==> src/pciad_pkg.sv <==
// package of constants and types for the pci address/data/parity path
package pciad_pkg;
	localparam int ADW = 32;
	localparam int CBW = 4;
	// bus command codes
	localparam logic [3:0] CMD_IO_READ   = 4'h2;
	localparam logic [3:0] CMD_IO_WRITE  = 4'h3;
	localparam logic [3:0] CMD_MEM_READ  = 4'h6;
	localparam logic [3:0] CMD_MEM_WRITE = 4'h7;
	localparam logic [3:0] CMD_CFG_READ  = 4'hA;
	localparam logic [3:0] CMD_CFG_WRITE = 4'hB;
	localparam int CMD_WRITE_BIT = 0;
	// byte-address bits dropped for dword spaces
	localparam logic [1:0] DWORD_LOW = 2'h0;
	// perr is reported this many clocks after detection
	localparam int PERR_DELAY = 2;
	localparam logic [31:0] AD_RESET = 32'h0000_0000;
	localparam logic [3:0]  CBE_RESET = 4'hF;
	typedef enum logic [1:0] {PCIAD_IO, PCIAD_MEM, PCIAD_CFG, PCIAD_OTHER} pciad_space_t;
	typedef enum {PCIAD_IDLE, PCIAD_ADDR, PCIAD_DATA, PCIAD_PARK, PCIAD_TURN} pciad_phase_t;

	function automatic logic evenPar(input logic [31:0] ad, input logic [3:0] cbe);
		return ^{ad, cbe};
	endfunction

	function automatic pciad_space_t spaceOf(input logic [3:0] cmd);
		case (cmd[3:1])
			CMD_IO_READ[3:1]:  return PCIAD_IO;
			CMD_MEM_READ[3:1]: return PCIAD_MEM;
			CMD_CFG_READ[3:1]: return PCIAD_CFG;
			default:           return PCIAD_OTHER;
		endcase
	endfunction
endpackage

==> src/pciad_if.sv <==
// internal carrier between the main path and the sustained tri-state handover
`timescale 1ns/1ns
`default_nettype none
interface pciad_if;
	logic want;
	logic assertLow;
	logic out;
	logic oeN;
	logic busy;
	modport owner (output want, output assertLow, input out, input oeN, input busy);
	modport line  (input want, input assertLow, output out, output oeN, output busy);
endinterface
`default_nettype wire

==> src/pciad_sts_line.sv <==
// one sustained tri-state line: park high before release, wait before taking
`timescale 1ns/1ns
`default_nettype none
module pciad_sts_line
	import pciad_pkg::*;
(
	input  wire logic core_clk,
	input  wire logic reset,
	pciad_if.line     ctl
);
	typedef enum {PCIAD_S_FREE, PCIAD_S_WAIT, PCIAD_S_OWN, PCIAD_S_PARK} pciad_sts_t;
	pciad_sts_t state;

	always_ff @(posedge core_clk) begin
		if (reset) begin
			state   <= PCIAD_S_FREE;
			ctl.out <= 1'b1;
			ctl.oeN <= 1'b1;
		end else begin
			unique case (state)
				PCIAD_S_FREE: begin
					ctl.oeN <= 1'b1;
					// one idle clock after release before driving low
					if (ctl.want) state <= PCIAD_S_WAIT;
				end
				PCIAD_S_WAIT: begin
					state   <= PCIAD_S_OWN;
					ctl.oeN <= 1'b0;
					ctl.out <= ~ctl.assertLow;
				end
				PCIAD_S_OWN: begin
					ctl.out <= ~ctl.assertLow;
					if (!ctl.want) begin
						// drive high one clock before floating
						state   <= PCIAD_S_PARK;
						ctl.out <= 1'b1;
					end
				end
				PCIAD_S_PARK: begin
					state   <= PCIAD_S_FREE;
					ctl.oeN <= 1'b1;
				end
			endcase
		end
	end
	assign ctl.busy = (state != PCIAD_S_FREE);
endmodule
`default_nettype wire

==> src/pciad_path.sv <==
// pci address/data, command/byte-enable and parity path of the bus interface
`timescale 1ns/1ns
`default_nettype none
module pciad_path
	import pciad_pkg::*;
(
	input  wire logic        core_clk,
	input  wire logic        reset,
	// pins, split into input / output / output enable (low = driving)
	input  wire logic [31:0] adIn,
	output logic      [31:0] adOut,
	output logic             adOeN,
	input  wire logic [3:0]  cbeNIn,
	output logic      [3:0]  cbeNOut,
	output logic             cbeOeN,
	input  wire logic        parIn,
	output logic             parOut,
	output logic             parOeN,
	input  wire logic        frameNIn,
	input  wire logic        irdyNIn,
	input  wire logic        trdyNIn,
	output logic             irdyNOut,
	output logic             irdyOeN,
	output logic             perrNOut,
	output logic             perrOeN,
	output logic             serrNOut,
	output logic             serrOeN,
	// user side: initiator requests
	input  wire logic        mstStart,
	input  wire logic [3:0]  mstCmd,
	input  wire logic [31:0] mstAddr,
	input  wire logic [31:0] mstWData,
	input  wire logic [3:0]  mstBeN,
	input  wire logic        mstLast,
	// user side: target read selection and data
	input  wire logic        tgtReadSel,
	input  wire logic [31:0] tgtRData,
	// user side: observed transaction
	output logic             addrValid,
	output logic      [3:0]  addrCmd,
	output logic      [31:0] addrDecoded,
	output logic             dataValid,
	output logic      [31:0] dataWord,
	output logic      [3:0]  dataBeN,
	output logic             addrParErr,
	output logic             dataParErr
);
	// pin inputs through two flip-flops
	logic [31:0] adS1, adS;
	logic [3:0]  cbeS1, cbeS;
	logic        parS1, parS, frameS1, frameS, irdyS1, irdyS, trdyS1, trdyS;
	always_ff @(posedge core_clk) begin
		if (reset) begin
			adS1 <= AD_RESET;
			adS <= AD_RESET;
			cbeS1 <= CBE_RESET;
			cbeS <= CBE_RESET;
			{parS1, parS, frameS1, frameS} <= 4'hF;
			{irdyS1, irdyS, trdyS1, trdyS} <= 4'hF;
		end else begin
			adS1 <= adIn;
			adS <= adS1;
			cbeS1 <= cbeNIn;
			cbeS <= cbeS1;
			parS1 <= parIn;
			parS <= parS1;
			frameS1 <= frameNIn;
			frameS <= frameS1;
			irdyS1 <= irdyNIn;
			irdyS <= irdyS1;
			trdyS1 <= trdyNIn;
			trdyS <= trdyS1;
		end
	end

	logic frameD;
	logic dataDone;
	logic addrPhase;
	assign dataDone  = !irdyS && !trdyS;
	assign addrPhase = frameD && !frameS;

	// receive side: address and data capture
	logic        inXfer, isWrite, chkAddr, chkData;
	logic [35:0] lastRx;
	always_ff @(posedge core_clk) begin
		if (reset) begin
			frameD <= 1'b1;
			inXfer <= 1'b0;
			isWrite <= 1'b0;
			addrValid <= 1'b0;
			addrCmd <= CBE_RESET;
			addrDecoded <= AD_RESET;
			dataValid <= 1'b0;
			dataWord <= AD_RESET;
			dataBeN <= CBE_RESET;
			chkAddr <= 1'b0;
			chkData <= 1'b0;
			lastRx <= {AD_RESET, CBE_RESET};
		end else begin
			frameD <= frameS;
			addrValid <= addrPhase;
			dataValid <= 1'b0;
			chkAddr <= addrPhase;
			chkData <= 1'b0;
			if (addrPhase) begin
				inXfer <= 1'b1;
				isWrite <= cbeS[CMD_WRITE_BIT];
				addrCmd <= cbeS;
				lastRx <= {adS, cbeS};
				// dword spaces ignore the two low address bits
				if (spaceOf(cbeS) == PCIAD_IO) addrDecoded <= adS;
				else addrDecoded <= {adS[31:2], DWORD_LOW};
			end else if (inXfer && dataDone) begin
				dataValid <= 1'b1;
				dataWord <= adS;
				dataBeN <= cbeS;
				if (isWrite) begin
					chkData <= 1'b1;
					lastRx <= {adS, cbeS};
				end
				if (frameS) inXfer <= 1'b0;
			end
		end
	end

	// parity check one clock later; report pipeline for perr
	logic [PERR_DELAY-1:0] perrPipe;
	logic                  parBad, dataErrNow;
	assign parBad     = evenPar(lastRx[35:4], lastRx[3:0]) != parS;
	assign dataErrNow = chkData && parBad;
	always_ff @(posedge core_clk) begin
		if (reset) begin
			addrParErr <= 1'b0;
			dataParErr <= 1'b0;
			perrPipe <= '0;
			perrNOut <= 1'b1;
			perrOeN <= 1'b1;
			serrNOut <= 1'b1;
			serrOeN <= 1'b1;
		end else begin
			addrParErr <= chkAddr && parBad;
			dataParErr <= dataErrNow;
			// pipe starts at detection, so perr falls two clocks after the error flag
			perrPipe <= {perrPipe[PERR_DELAY-2:0], dataErrNow};
			// pulse of one clock per bad phase; drives high after to park
			perrNOut <= !perrPipe[PERR_DELAY-1];
			perrOeN <= !(perrPipe[PERR_DELAY-1] || !perrNOut);
			// open drain: only enable while low
			serrOeN <= !addrParErr;
			serrNOut <= !addrParErr;
		end
	end

	// drive side
	pciad_if irdyCtl();
	pciad_sts_line uIrdy (
		.core_clk (core_clk),
		.reset    (reset),
		.ctl      (irdyCtl)
	);

	pciad_phase_t phase;
	logic         mstWrite, lastHeld, parPend;
	always_ff @(posedge core_clk) begin
		if (reset) begin
			phase <= PCIAD_IDLE;
			adOut <= AD_RESET;
			cbeNOut <= CBE_RESET;
			adOeN <= 1'b1;
			cbeOeN <= 1'b1;
			parOut <= 1'b0;
			parOeN <= 1'b1;
			parPend <= 1'b0;
			mstWrite <= 1'b0;
			lastHeld <= 1'b0;
			irdyCtl.want <= 1'b0;
			irdyCtl.assertLow <= 1'b0;
		end else begin
			// parity of the word driven last clock
			parPend <= 1'b0;
			// on a target read the enables on the bus are the initiator's, not ours
			if (parPend) parOut <= evenPar(adOut, cbeOeN ? cbeS : cbeNOut);
			unique case (phase)
				PCIAD_IDLE: begin
					if (mstStart && !irdyCtl.busy) begin
						phase <= PCIAD_ADDR;
						adOut <= mstAddr;
						cbeNOut <= mstCmd;
						adOeN <= 1'b0;
						cbeOeN <= 1'b0;
						parPend <= 1'b1;
						mstWrite <= mstCmd[CMD_WRITE_BIT];
						lastHeld <= mstLast;
						irdyCtl.want <= 1'b1;
					end else if (tgtReadSel && inXfer && !isWrite) begin
						phase <= PCIAD_DATA;
						adOut <= tgtRData;
						adOeN <= 1'b0;
						mstWrite <= 1'b0;
					end
				end
				PCIAD_ADDR: begin
					phase <= PCIAD_DATA;
					parOeN <= 1'b0;
					cbeNOut <= mstBeN;
					irdyCtl.assertLow <= 1'b1;
					if (mstWrite) begin
						adOut <= mstWData;
						parPend <= 1'b1;
					end else adOeN <= 1'b1;
				end
				PCIAD_DATA: begin
					if (!irdyCtl.busy && !adOeN) begin
						// target read data, parity after trdy
						parOeN <= 1'b0;
						if (!trdyS) parPend <= 1'b1;
					end
					if (dataDone) begin
						// hold ad one clock and parity two clocks past completion
						phase <= PCIAD_PARK;
						irdyCtl.want <= 1'b0;
						irdyCtl.assertLow <= 1'b0;
					end else if (!cbeOeN && mstWrite) begin
						adOut <= mstWData;
						cbeNOut <= mstBeN;
						parPend <= 1'b1;
					end
				end
				PCIAD_PARK: begin
					phase <= PCIAD_TURN;
					adOeN <= 1'b1;
					cbeOeN <= 1'b1;
				end
				PCIAD_TURN: begin
					phase <= PCIAD_IDLE;
					parOeN <= 1'b1;
				end
			endcase
		end
	end

	always_ff @(posedge core_clk) begin
		if (reset) begin
			irdyNOut <= 1'b1;
			irdyOeN <= 1'b1;
		end else begin
			irdyNOut <= irdyCtl.out;
			irdyOeN <= irdyCtl.oeN;
		end
	end
endmodule
`default_nettype wire

==> config.mk <==
export PLATFORM = sky130hd
export DESIGN_NAME = pciad_path
export DESIGN_NICKNAME = d
export VERILOG_FILES = /design/src/pciad_pkg.sv /design/src/pciad_if.sv /design/src/pciad_sts_line.sv /design/src/pciad_path.sv
export SDC_FILE = /design/constraint.sdc
export NUM_CORES = 1
export LEC_CHECK = 0
export BUFFER_PORTS_ARGS = -buffer_cell sky130_fd_sc_hd__buf_2
export CAP_MARGIN = 30
export CORE_UTILIZATION = 40
export CTS_CLUSTER_DIAMETER = 100
export CTS_CLUSTER_SIZE = 25
export DETAILED_ROUTE_END_ITERATION = 8
export PLACE_DENSITY = 0.71
export SYNTH_ARGS = -nofsm -noshare
export SYNTH_HDL_FRONTEND = slang
export SYNTH_SLANG_ARGS = --single-unit
==> constraint.sdc <==
create_clock -name core_clk -period 2 [get_ports core_clk]
set_input_delay 0.1 -clock core_clk [delete_from_list [all_inputs] [get_ports core_clk]]
set_output_delay 0.1 -clock core_clk [all_outputs]
set_load 0.03 [all_outputs]
==> impl_metrics.json, run 1 <==
{
  "status": "finished clean",
  "grt_antenna_before_repair": 0,
  "globalplace.congestion": 0.797,
  "clk_pin_slew_ns": 0.10,
  "fp.dieArea_mm2": 0.0246,
  "cts_buffers": 14,
  "yosys_warnings": 0,
  "final_max_slew_viol_count": 0,
  "diodes": 0,
  "drc": 0,
  "seqPwrFrac": 0.413,
  "syn_area_mm2": 0.00959,
  "synth_edf_count": 0,
  "routed_wirelength_mm": 25.6,
  "rows": 56,
  "nFillCells": 2089,
  "finalHoldViolCount": 0,
  "peakVddDrop_mv": 0.951,
  "period_share": 0.942,
  "slew_headroom": 0.621,
  "clockBufferDepth": 3,
  "root_buffer": "clkbuf_16",
  "grt-ovfl-total": 0,
  "crit_slowest_cell": "xnor3_1",
  "io_buffers": 269,
  "clockPowerShare": 0.211,
  "power.density_mw_per_mm2": 1100,
  "dp.cells": 1656,
  "yosys_most_used_dff": "dfxtp_1",
  "worst_hold_path_type": "input pin to flip-flop",
  "yosysMostFrequentCell": "nand2_1",
  "fin_cells": 1783,
  "drtAntennaViolNets": 0,
  "syn_to_final_growth_pct": 34.8,
  "cts_sinks": 253,
  "grt_max_degree": 99,
  "fin_util": 0.551,
  "grt_pass1_vias": 8189,
  "syn_nets": 1266,
  "synth-seq-area-share": 0.528,
  "synth.cells.most_frequent": "nand2_1 (321), dfxtp_1 (253), a21oi_1 (138), nor2b_1 (70), xnor2_1 (56)",
  "crit_top_cell": "xnor2_1",
  "detail_route.wl_per_cell_um": 14.4,
  "finalSetupViolations": 0,
  "internal_power_mw": 9.31,
  "critical_path_class": "flip-flop to flip-flop",
  "critPathTopFamily": "XOR/XNOR gates",
  "coreArea_mm2": 0.0235,
  "track_usage": 0.203,
  "cp.arrival_ns": 2.29,
  "worst_pin_slew_ns": 0.567,
  "max_freq_ghz": 0.531,
  "drtIter0Drc": 590,
  "async_reset_ff_frac": 0,
  "endpoint_kind": "flip-flop",
  "start_kind": "flip-flop",
  "multi_input_area_mm2": 0.00428,
  "p_sw_mw": 4.97,
  "synthTopCellsByArea": "dfxtp_1 (53%), nand2_1 (13%), a21oi_1 (7.2%), xnor2_1 (5.1%), nor2b_1 (4.6%)",
  "p_sw_frac": 0.348,
  "die_height_um": 157,
  "reg2reg_depth": 6,
  "setup_tns_ns": 0,
  "drive_gt1_frac": 0.238,
  "min_period_ns": 1.88,
  "hold_depth": 5,
  "cp.depth": 6,
  "cpPeakStageDelay_ns": 0.50,
  "p_leak_nw": 5.42,
  "final_area_mm2": 0.0129,
  "clock_latency_ns": 0.49,
  "seqCellArea_mm2": 0.00506,
  "worstPathMaxFanout": 2,
  "pin_count": 271,
  "post_drt_via_cell_ratio": 4.84,
  "path_cells": "xor2_1, xnor2_1, xnor2_1, xnor3_1, xnor2_2, nor3b_1",
  "cp.buffers_inverters": 0,
  "post-place-ws_ns": -0.00716,
  "combPwrFrac": 0.376,
  "firstDrtPassIters": 5,
  "maxCapViolations": 0,
  "place_area_mm2": 0.0114,
  "p_total_mw": 14.3,
  "postSynthAreaPerCell_um2": 8.62,
  "dp_hpwl_mm": 16.3,
  "htree_levels": 1,
  "cts_tree": "built",
  "via_count": 8632,
  "start_util": 0.409,
  "worstPathRequired_ns": 2.41,
  "clock_skew_ns": 0.0146,
  "grt_pass1_wl_mm": 40.2,
  "die_w_um": 157,
  "nets": 1616,
  "synth_top_area_frac": 0.528,
  "timing.final.ws_setup_ns": 0.115,
  "yosys.area.top_type": "dfxtp_1",
  "synth_seq_cells": 253,
  "fin_hold_ws_ns": 0.0197,
  "yosysUniqueCellTypes": 43,
  "synth_cells": 1113
}
worst paths after layout:
path	from	to	slack, ns
worst min register to register	perrPipe[1]	perrNOut	0.40
worst max register to register	lastRx[15]	addrParErr	0.12
worst max-delay path	lastRx[15]	addrParErr	0.12
worst min-delay path	tgtRData[22]	adOut[22]	0.02
power groups by stage:
stage               logic, mW  clock network [mW]  registers, mW
global placement         5.07                   0           6.00
finish                   5.37                3.01           5.90
detailed placement       5.10                   0           6.01
CTS                      5.31                3.10           5.90
floorplan                3.29                   0           6.52
global route             5.85                3.28           5.97
layout by cell type, fill, tap and decap left out, drive strengths merged:
cell           n
clkbuf        15
nand3b        13
nor2          25
nand2b         6
a32oi          2
nor3b          5
nor3           3
a31o           1
xnor3          2
dfxtp        253
mux2i          9
o31ai          1
xnor2         57
ha             4
o22ai          1
nand3         34
and2           1
xor2          13
dlygate4sd3  110
nand2        321
inv            7
a21o           2
o211ai        32
a21boi         1
a21oi        138
buf          297
a31oi          2
a211oi         2
and3           2
a211o          7
a221oi         1
nor2b         70
or2           20
a22o           2
o21ai          3
o21bai         2
logic make-up after synthesis:
kind of cell	synth area share
AO/OA/AOI/OAI	0.120
buffers and inverters	0.0327
XOR/XNOR	0.0706
adder cells (fa/ha/maj)	0.00522
multiplexers	0.00939
flip-flops	0.528
AND/OR/NAND/NOR	0.234
flip-flops by register name (all words and copies together), names as in the netlist, 2 cells and up:
register	flops
perrPipe	2
phase	3
cbeNOut	4
cbeS1	4
addrDecoded	32
adS1	32
adS	32
uIrdy.state	2
dataBeN	4
cbeS	4
addrCmd	4
dataWord	32
adOut	32
lastRx	36
final cells by class:
type	count	share of cell area
Clock buffer	15	0.0290
Clock inverter	2	0.00194
Inverter	5	0.00145
Multi-Input combinational cell	782	0.331
Sequential cell	253	0.392
Tap cell	319	0.0309
Timing Repair Buffer	407	0.214
worst reg2reg max path, cell delays in order, from the launching register on:
cell	delay [ns]
dfxtp_1	0.35
xor2_1	0.19
xnor2_1	0.12
xnor2_1	0.27
xnor3_1	0.50
xnor2_2	0.19
nor3b_1	0.20
layer usage:
| layer | vias to the layer above | track usage | part of all wire |
|---|---|---|---|
| li1 | 4328 | - | - |
| met1 | 3919 | 0.239 | 0.43 |
| met2 | 309 | 0.358 | 0.47 |
| met3 | 76 | 0.0402 | 0.059 |
| met4 | 0 | 0.0873 | 0.042 |
| met5 | - | 0 | 0 |
timing repair:
| action | 4_1_cts | 5_1_grt |
|---|---|---|
| cloned | 0 | 0 |
| pin swaps | 0 | 2 |
| endpoints found under the setup margin | 28 | 37 |
| hold buffers | 110 | 0 |
| buffers inserted | 0 | 0 |
| endpoints found under the hold margin | 77 | 0 |
| resized for setup | 1 | 5 |
Note: power is estimated with default switching activity, not from simulation.
==> run 2, diff against run 1 <==
--- a/config.mk
+++ b/config.mk
@@ -9,7 +9,6 @@
 export CAP_MARGIN = 30
 export CORE_UTILIZATION = 40
 export CTS_CLUSTER_DIAMETER = 100
-export CTS_CLUSTER_SIZE = 25
 export DETAILED_ROUTE_END_ITERATION = 8
 export PLACE_DENSITY = 0.71
 export SYNTH_ARGS = -nofsm -noshare
==> constraint.sdc (replaced) <==
create_clock -name core_clk -period 2 [get_ports core_clk]
set_input_delay 0.3 -clock core_clk [delete_from_list [all_inputs] [get_ports core_clk]]
set_output_delay 0.3 -clock core_clk [all_outputs]
set_load 0.03 [all_outputs]
==> run 2 against run 1 <==
Fmax rose by 2.9%. Critical path depth rose by 3. Clock skew rose by 0.0077 ns. Wire length fell by 6.1%. Worst setup slack improved by 0.054 ns. Hold slack got worse by 0.0092 ns. Power rose by 17%. Largest cell class unchanged. Highest routed layer unchanged.
==> impl_metrics.json, run 2 (synthesis gave the netlist of run 1 again) <==
{
  "drtIter0Drc": 440,
  "detail_route.wl_per_cell_um": 13.8,
  "final_max_slew_viol_count": 0,
  "finalHoldViolCount": 0,
  "rows": 56,
  "cp.depth": 9,
  "maxCapViolations": 0,
  "fp.dieArea_mm2": 0.0246,
  "cp.buffers_inverters": 2,
  "grt_max_degree": 84,
  "cpPeakStageDelay_ns": 0.32,
  "drc": 0,
  "grt_pass1_vias": 7582,
  "critical_path_class": "flip-flop to flip-flop",
  "cts_buffers": 26,
  "timing.rr.start": "uIrdy.state[0]",
  "nFillCells": 2071,
  "rrSetupSlack_ns": 0.17,
  "largest-register": "lastRx",
  "worst_hold_path_type": "input pin to flip-flop",
  "finalSetupViolations": 0,
  "power.density_mw_per_mm2": 1310,
  "root_buffer": "clkbuf_16",
  "worstPathRequired_ns": 2.44,
  "htree_levels": 1,
  "worst_pin_slew_ns": 0.569,
  "globalplace.congestion": 0.809,
  "routed_wirelength_mm": 24.0,
  "p_sw_frac": 0.318,
  "clockPowerShare": 0.335,
  "syn_to_final_growth_pct": 33.9,
  "mostFrequentLayoutCells": "nand2_1 (321), buf_2 (268), dfxtp_1 (252)",
  "pin_count": 271,
  "die_height_um": 157,
  "diodes": 0,
  "largest_register_ffs": 36,
  "seqPwrFrac": 0.352,
  "endpoint_kind": "flip-flop",
  "worstPathMaxFanout": 32,
  "crit_top_cell": "nand2_1",
  "start_util": 0.409,
  "die_w_um": 157,
  "reg2reg_depth": 9,
  "crit_slowest_cell": "dfxtp_1",
  "io_buffers": 269,
  "holdPathEnd": "adS1[3]",
  "layout_commonest_cell": "nand2_1",
  "fin_util": 0.547,
  "p_leak_nw": 5.42,
  "path_cells": "inv_1, ha_4, nand2_1, o21ai_1, nand2_1, a31oi_2, buf_12, o211ai_1, a21oi_1",
  "cp.arrival_ns": 2.27,
  "via_count": 8224,
  "peakVddDrop_mv": 0.690,
  "min-delay-start": "adIn[3]",
  "hold_depth": 2,
  "nets": 1558,
  "p_total_mw": 16.8,
  "cts_sinks": 253,
  "internal_power_mw": 11.4,
  "clock_skew_ns": 0.0223,
  "clockBufferDepth": 3,
  "status": "finished clean",
  "critPathTopFamily": "compound AO/OA/AOI/OAI gates",
  "grt_pass1_wl_mm": 37.1,
  "min_period_ns": 1.83,
  "grt-ovfl-total": 0,
  "period_share": 0.915,
  "start_kind": "flip-flop",
  "coreArea_mm2": 0.0235,
  "track_usage": 0.188,
  "grt_setup_unrepaired": "false",
  "clock_latency_ns": 0.53,
  "grt_antenna_before_repair": 0,
  "p_sw_mw": 5.33,
  "slew_headroom": 0.620,
  "clk_pin_slew_ns": 0.07,
  "dp_hpwl_mm": 16.3,
  "post_drt_via_cell_ratio": 4.72,
  "crit-reg2reg-capture": "adOut[16]",
  "max_freq_ghz": 0.546,
  "drtAntennaViolNets": 0,
  "combPwrFrac": 0.313,
  "setup_tns_ns": 0,
  "cts_tree": "built",
  "firstDrtPassIters": 4,
  "drive_gt1_frac": 0.267
}
run 2: cell count changes in the layout (fill, tap and decap cells not counted), moves of 2 or more:
cell           delta
clkinvlp_4        +4
clkinv_2          +4
clkinv_4          +2
clkbuf_16        +11
buf_4             +3
dlygate4sd3_1    -72
bufinv_16         +9
run 2: how the worst max path moves through the flow:
stage | startpoint | to | slack, ns
final | uIrdy.state[0] | adOut[16] | 0.17
after detailed placement | uIrdy.state[0] | adOut[10] | -0.008
after CTS | uIrdy.state[0] | adOut[16] | 0.06
after floorplan | adOut[25] | parOut | 0.20
after global placement | uIrdy.state[0] | adOut[16] | 0.05
after global routing | uIrdy.state[0] | adOut[16] | 0.01
run 2: power groups by stage:
| stage | sequential, mW | combinational (mW) | clock [mW] |
|---|---|---|---|
| final | 5.90 | 5.25 | 5.61 |
| after global routing | 5.96 | 5.76 | 5.94 |
| after CTS | 5.90 | 5.20 | 5.73 |
| after detailed placement | 6.01 | 5.10 | 0 |
| after global placement | 5.99 | 5.08 | 0 |
| after floorplan | 6.52 | 3.29 | 0 |
run 2: stage by stage:
| step | setup WS, ns | hold WS [ns] | instances | cell area (um^2) |
|---|---|---|---|---|
| floorplan | 0.197 | 0.370 | 1113 | 9590 |
| global placement | 0.0507 | 0.375 | 1658 | 11400 |
| detailed placement | -0.00758 | 0.379 | 1658 | 11400 |
| CTS | 0.0607 | 0.00134 | 1744 | 12800 |
| global route | 0.0143 | 0.00984 | 1744 | 12800 |
| finish | 0.169 | 0.0105 | 1744 | 12800 |
run 2: timing repair:
item                                   4_1_cts  5_1_grt
endpoints found under the hold margin       38        0
setup endpoints to repair                   15       30
gates resized for setup                      1        5
hold buffers                                38        0
setup buffers                                0        0
pin swaps                                    0        4
run 2: cell type report:
| cell class | instances | area, um^2 | share of cell area |
|---|---|---|---|
| flip-flops and latches | 253 | 5070 | 0.395 |
| repair buffers | 337 | 2050 | 0.159 |
| inverters | 5 | 18.8 | 0.00146 |
| clock inverters | 22 | 372 | 0.0289 |
| well taps | 319 | 399 | 0.0311 |
| multi-input cells | 782 | 4290 | 0.334 |
| clock buffers | 26 | 651 | 0.0507 |
run 2: layer usage:
| layer | vias to the layer above | global-route usage | share of wire |
|---|---|---|---|
| met5 | - | 0 | 0 |
| met4 | 0 | 0.0574 | 0.021 |
| met3 | 36 | 0.0385 | 0.060 |
| met2 | 246 | 0.343 | 0.49 |
| met1 | 3723 | 0.218 | 0.43 |
| li1 | 4219 | - | - |
==> run 3, diff against run 2 <==
--- a/config.mk
+++ b/config.mk
@@ -7,10 +7,12 @@
 export LEC_CHECK = 0
 export BUFFER_PORTS_ARGS = -buffer_cell sky130_fd_sc_hd__buf_2
 export CAP_MARGIN = 30
-export CORE_UTILIZATION = 40
+export CELL_PAD_IN_SITES_DETAIL_PLACEMENT = 1
+export CELL_PAD_IN_SITES_GLOBAL_PLACEMENT = 1
+export CORE_UTILIZATION = 38
 export CTS_CLUSTER_DIAMETER = 100
 export DETAILED_ROUTE_END_ITERATION = 8
-export PLACE_DENSITY = 0.71
+export PLACE_DENSITY = 0.86
 export SYNTH_ARGS = -nofsm -noshare
 export SYNTH_HDL_FRONTEND = slang
 export SYNTH_SLANG_ARGS = --single-unit
==> run 3 against run 2 <==
Sequential cell count is the same. Clock power down 12%. Count of clock-buffer cells in the layout is 11 higher. Critical path depth shrank 3. Sequential share of layout area is 0.58 points higher. Design area is 1.5% lower. Global-route usage is 4.4 points higher. Die area up 5.2%. Critical endpoint is now parOut. Largest power group unchanged. Highest routed layer unchanged.
==> impl_metrics.json, run 3 (synthesis gave the netlist of run 1 again) <==
{
  "clockPowerShare": 0.303,
  "cts_sinks": 253,
  "drive_gt1_frac": 0.263,
  "holdPathEnd": "adS1[13]",
  "grt-ovfl-total": 0,
  "pin_count": 271,
  "p_total_mw": 16.3,
  "grt_antenna_before_repair": 1,
  "cp.arrival_ns": 2.31,
  "root_buffer": "clkbuf_16",
  "grt_pass1_wl_mm": 48.2,
  "die_height_um": 161,
  "rows": 57,
  "io_buffers": 269,
  "hold_depth": 2,
  "finalHoldViolCount": 0,
  "power.density_mw_per_mm2": 1290,
  "worstPathRequired_ns": 2.44,
  "status": "finished clean",
  "final_max_slew_viol_count": 0,
  "combPwrFrac": 0.336,
  "finalSetupViolations": 0,
  "largest_register_ffs": 36,
  "mostFrequentLayoutCells": "nand2_1 (321), buf_2 (268), dfxtp_1 (253)",
  "worst_hold_path_type": "input pin to flip-flop",
  "start_kind": "flip-flop",
  "slew_headroom": 0.723,
  "cts_buffers": 25,
  "cts_tree": "built",
  "clock_skew_ns": 0.0290,
  "rrSetupSlack_ns": 0.13,
  "largest-register": "lastRx",
  "drtIter0Drc": 406,
  "grt_pass1_vias": 9255,
  "p_sw_frac": 0.336,
  "setup_tns_ns": 0,
  "grt_setup_unrepaired": "false",
  "layout_commonest_cell": "nand2_1",
  "nets": 1559,
  "start_util": 0.391,
  "worst_pin_slew_ns": 0.415,
  "track_usage": 0.232,
  "clockBufferDepth": 3,
  "firstDrtPassIters": 6,
  "timing.rr.start": "adOut[7]",
  "htree_levels": 1,
  "die_w_um": 161,
  "peakVddDrop_mv": 0.821,
  "p_leak_nw": 5.35,
  "routed_wirelength_mm": 30.8,
  "globalplace.congestion": 0.840,
  "clk_pin_slew_ns": 0.06,
  "max_freq_ghz": 0.534,
  "via_count": 8647,
  "fin_util": 0.516,
  "crit-reg2reg-capture": "parOut",
  "endpoint_kind": "flip-flop",
  "internal_power_mw": 10.8,
  "period_share": 0.937,
  "syn_to_final_growth_pct": 31.9,
  "post_cts_buffers": 0,
  "grt_max_degree": 84,
  "reg2reg_depth": 6,
  "drtAntennaViolNets": 0,
  "coreArea_mm2": 0.0245,
  "p_sw_mw": 5.50,
  "clock_latency_ns": 0.54,
  "dp_hpwl_mm": 20.1,
  "detail_route.wl_per_cell_um": 17.6,
  "fp.dieArea_mm2": 0.0259,
  "drc": 0,
  "maxCapViolations": 0,
  "seqPwrFrac": 0.361,
  "worstPathMaxFanout": 3,
  "min-delay-start": "adIn[13]",
  "critical_path_class": "flip-flop to flip-flop",
  "min_period_ns": 1.87,
  "post_drt_via_cell_ratio": 4.94
}
## run 3: changes by cell type in the layout (fill, tap and decap cells not counted), sizes merged
cell / delta
dlygate4sd3: -4
clkinv: -3
inv: -1
buf: +6
bufinv: -6
clkinvlp: -3
diode: +1
clkbuf: +11
## run 3: final cells by class
class | count | area [um^2]
fill | 2957 | 11900
sequential | 253 | 5060
multi-input combinational | 782 | 4260
timing repair buffer | 339 | 2040
clock buffer | 37 | 721
tap | 324 | 405
clock inverter | 9 | 138
inverter | 5 | 18.8
antenna | 1 | 2.50
## run 3: what timing repair did
| item | in CTS | in global routing |
|---|---|---|
| hold buffers | 33 | 1 |
| endpoints found under the hold margin | 33 | 1 |
| gates resized for setup | 0 | 2 |
| endpoints found under the setup margin | 0 | 36 |
## run 3: worst max path at each step
| stage | slack (ns) | endpoint | start |
|---|---|---|---|
| floorplan | 0.20 | parOut | adOut[25] |
| global placement | 0.17 | parOut | adOut[16] |
| detailed placement | 0.07 | cbeNOut[0] | uIrdy.state[0] |
| CTS | 0.02 | adOut[17] | uIrdy.state[0] |
| global route | 0.004 | addrParErr | lastRx[12] |
| finish | 0.13 | parOut | adOut[7] |
## run 3: power groups by stage
stage	Combinational (mW)	Clock (mW)	Sequential, mW
floorplan	3.29	0	6.52
global placement	5.29	0	5.98
detailed placement	5.44	0	6.01
CTS	5.54	5.02	5.90
global route	5.96	5.27	5.97
finish	5.50	4.94	5.90
## run 3: through the flow
step	hold slack [ns]	setup WS [ns]	instance area, um^2	instances
global placement	0.376	0.166	11400	1669
CTS	0.00348	0.0182	12600	1748
finish	0.0229	0.126	12600	1750
floorplan	0.370	0.197	9590	1113
detailed placement	0.395	0.0701	11400	1669
global route	0.0209	0.00442	12600	1750
## run 3: per-layer routing
layer / global-route usage / vias up / routed length (um)
li1: - / 4215 / -
met1: 0.258 / 4102 / 12300
met2: 0.431 / 250 / 15600
met3: 0.0369 / 80 / 1470
met4: 0.103 / 0 / 1360
met5: 0 / - / 0
## run 3: worst max-delay path: stages (launching register included)
cell and delay, ns:
dfxtp_1 0.38, xor2_1 0.22, xnor2_1 0.13, xnor2_1 0.31
xnor3_1 0.39, xnor2_1 0.15, a211oi_2 0.20
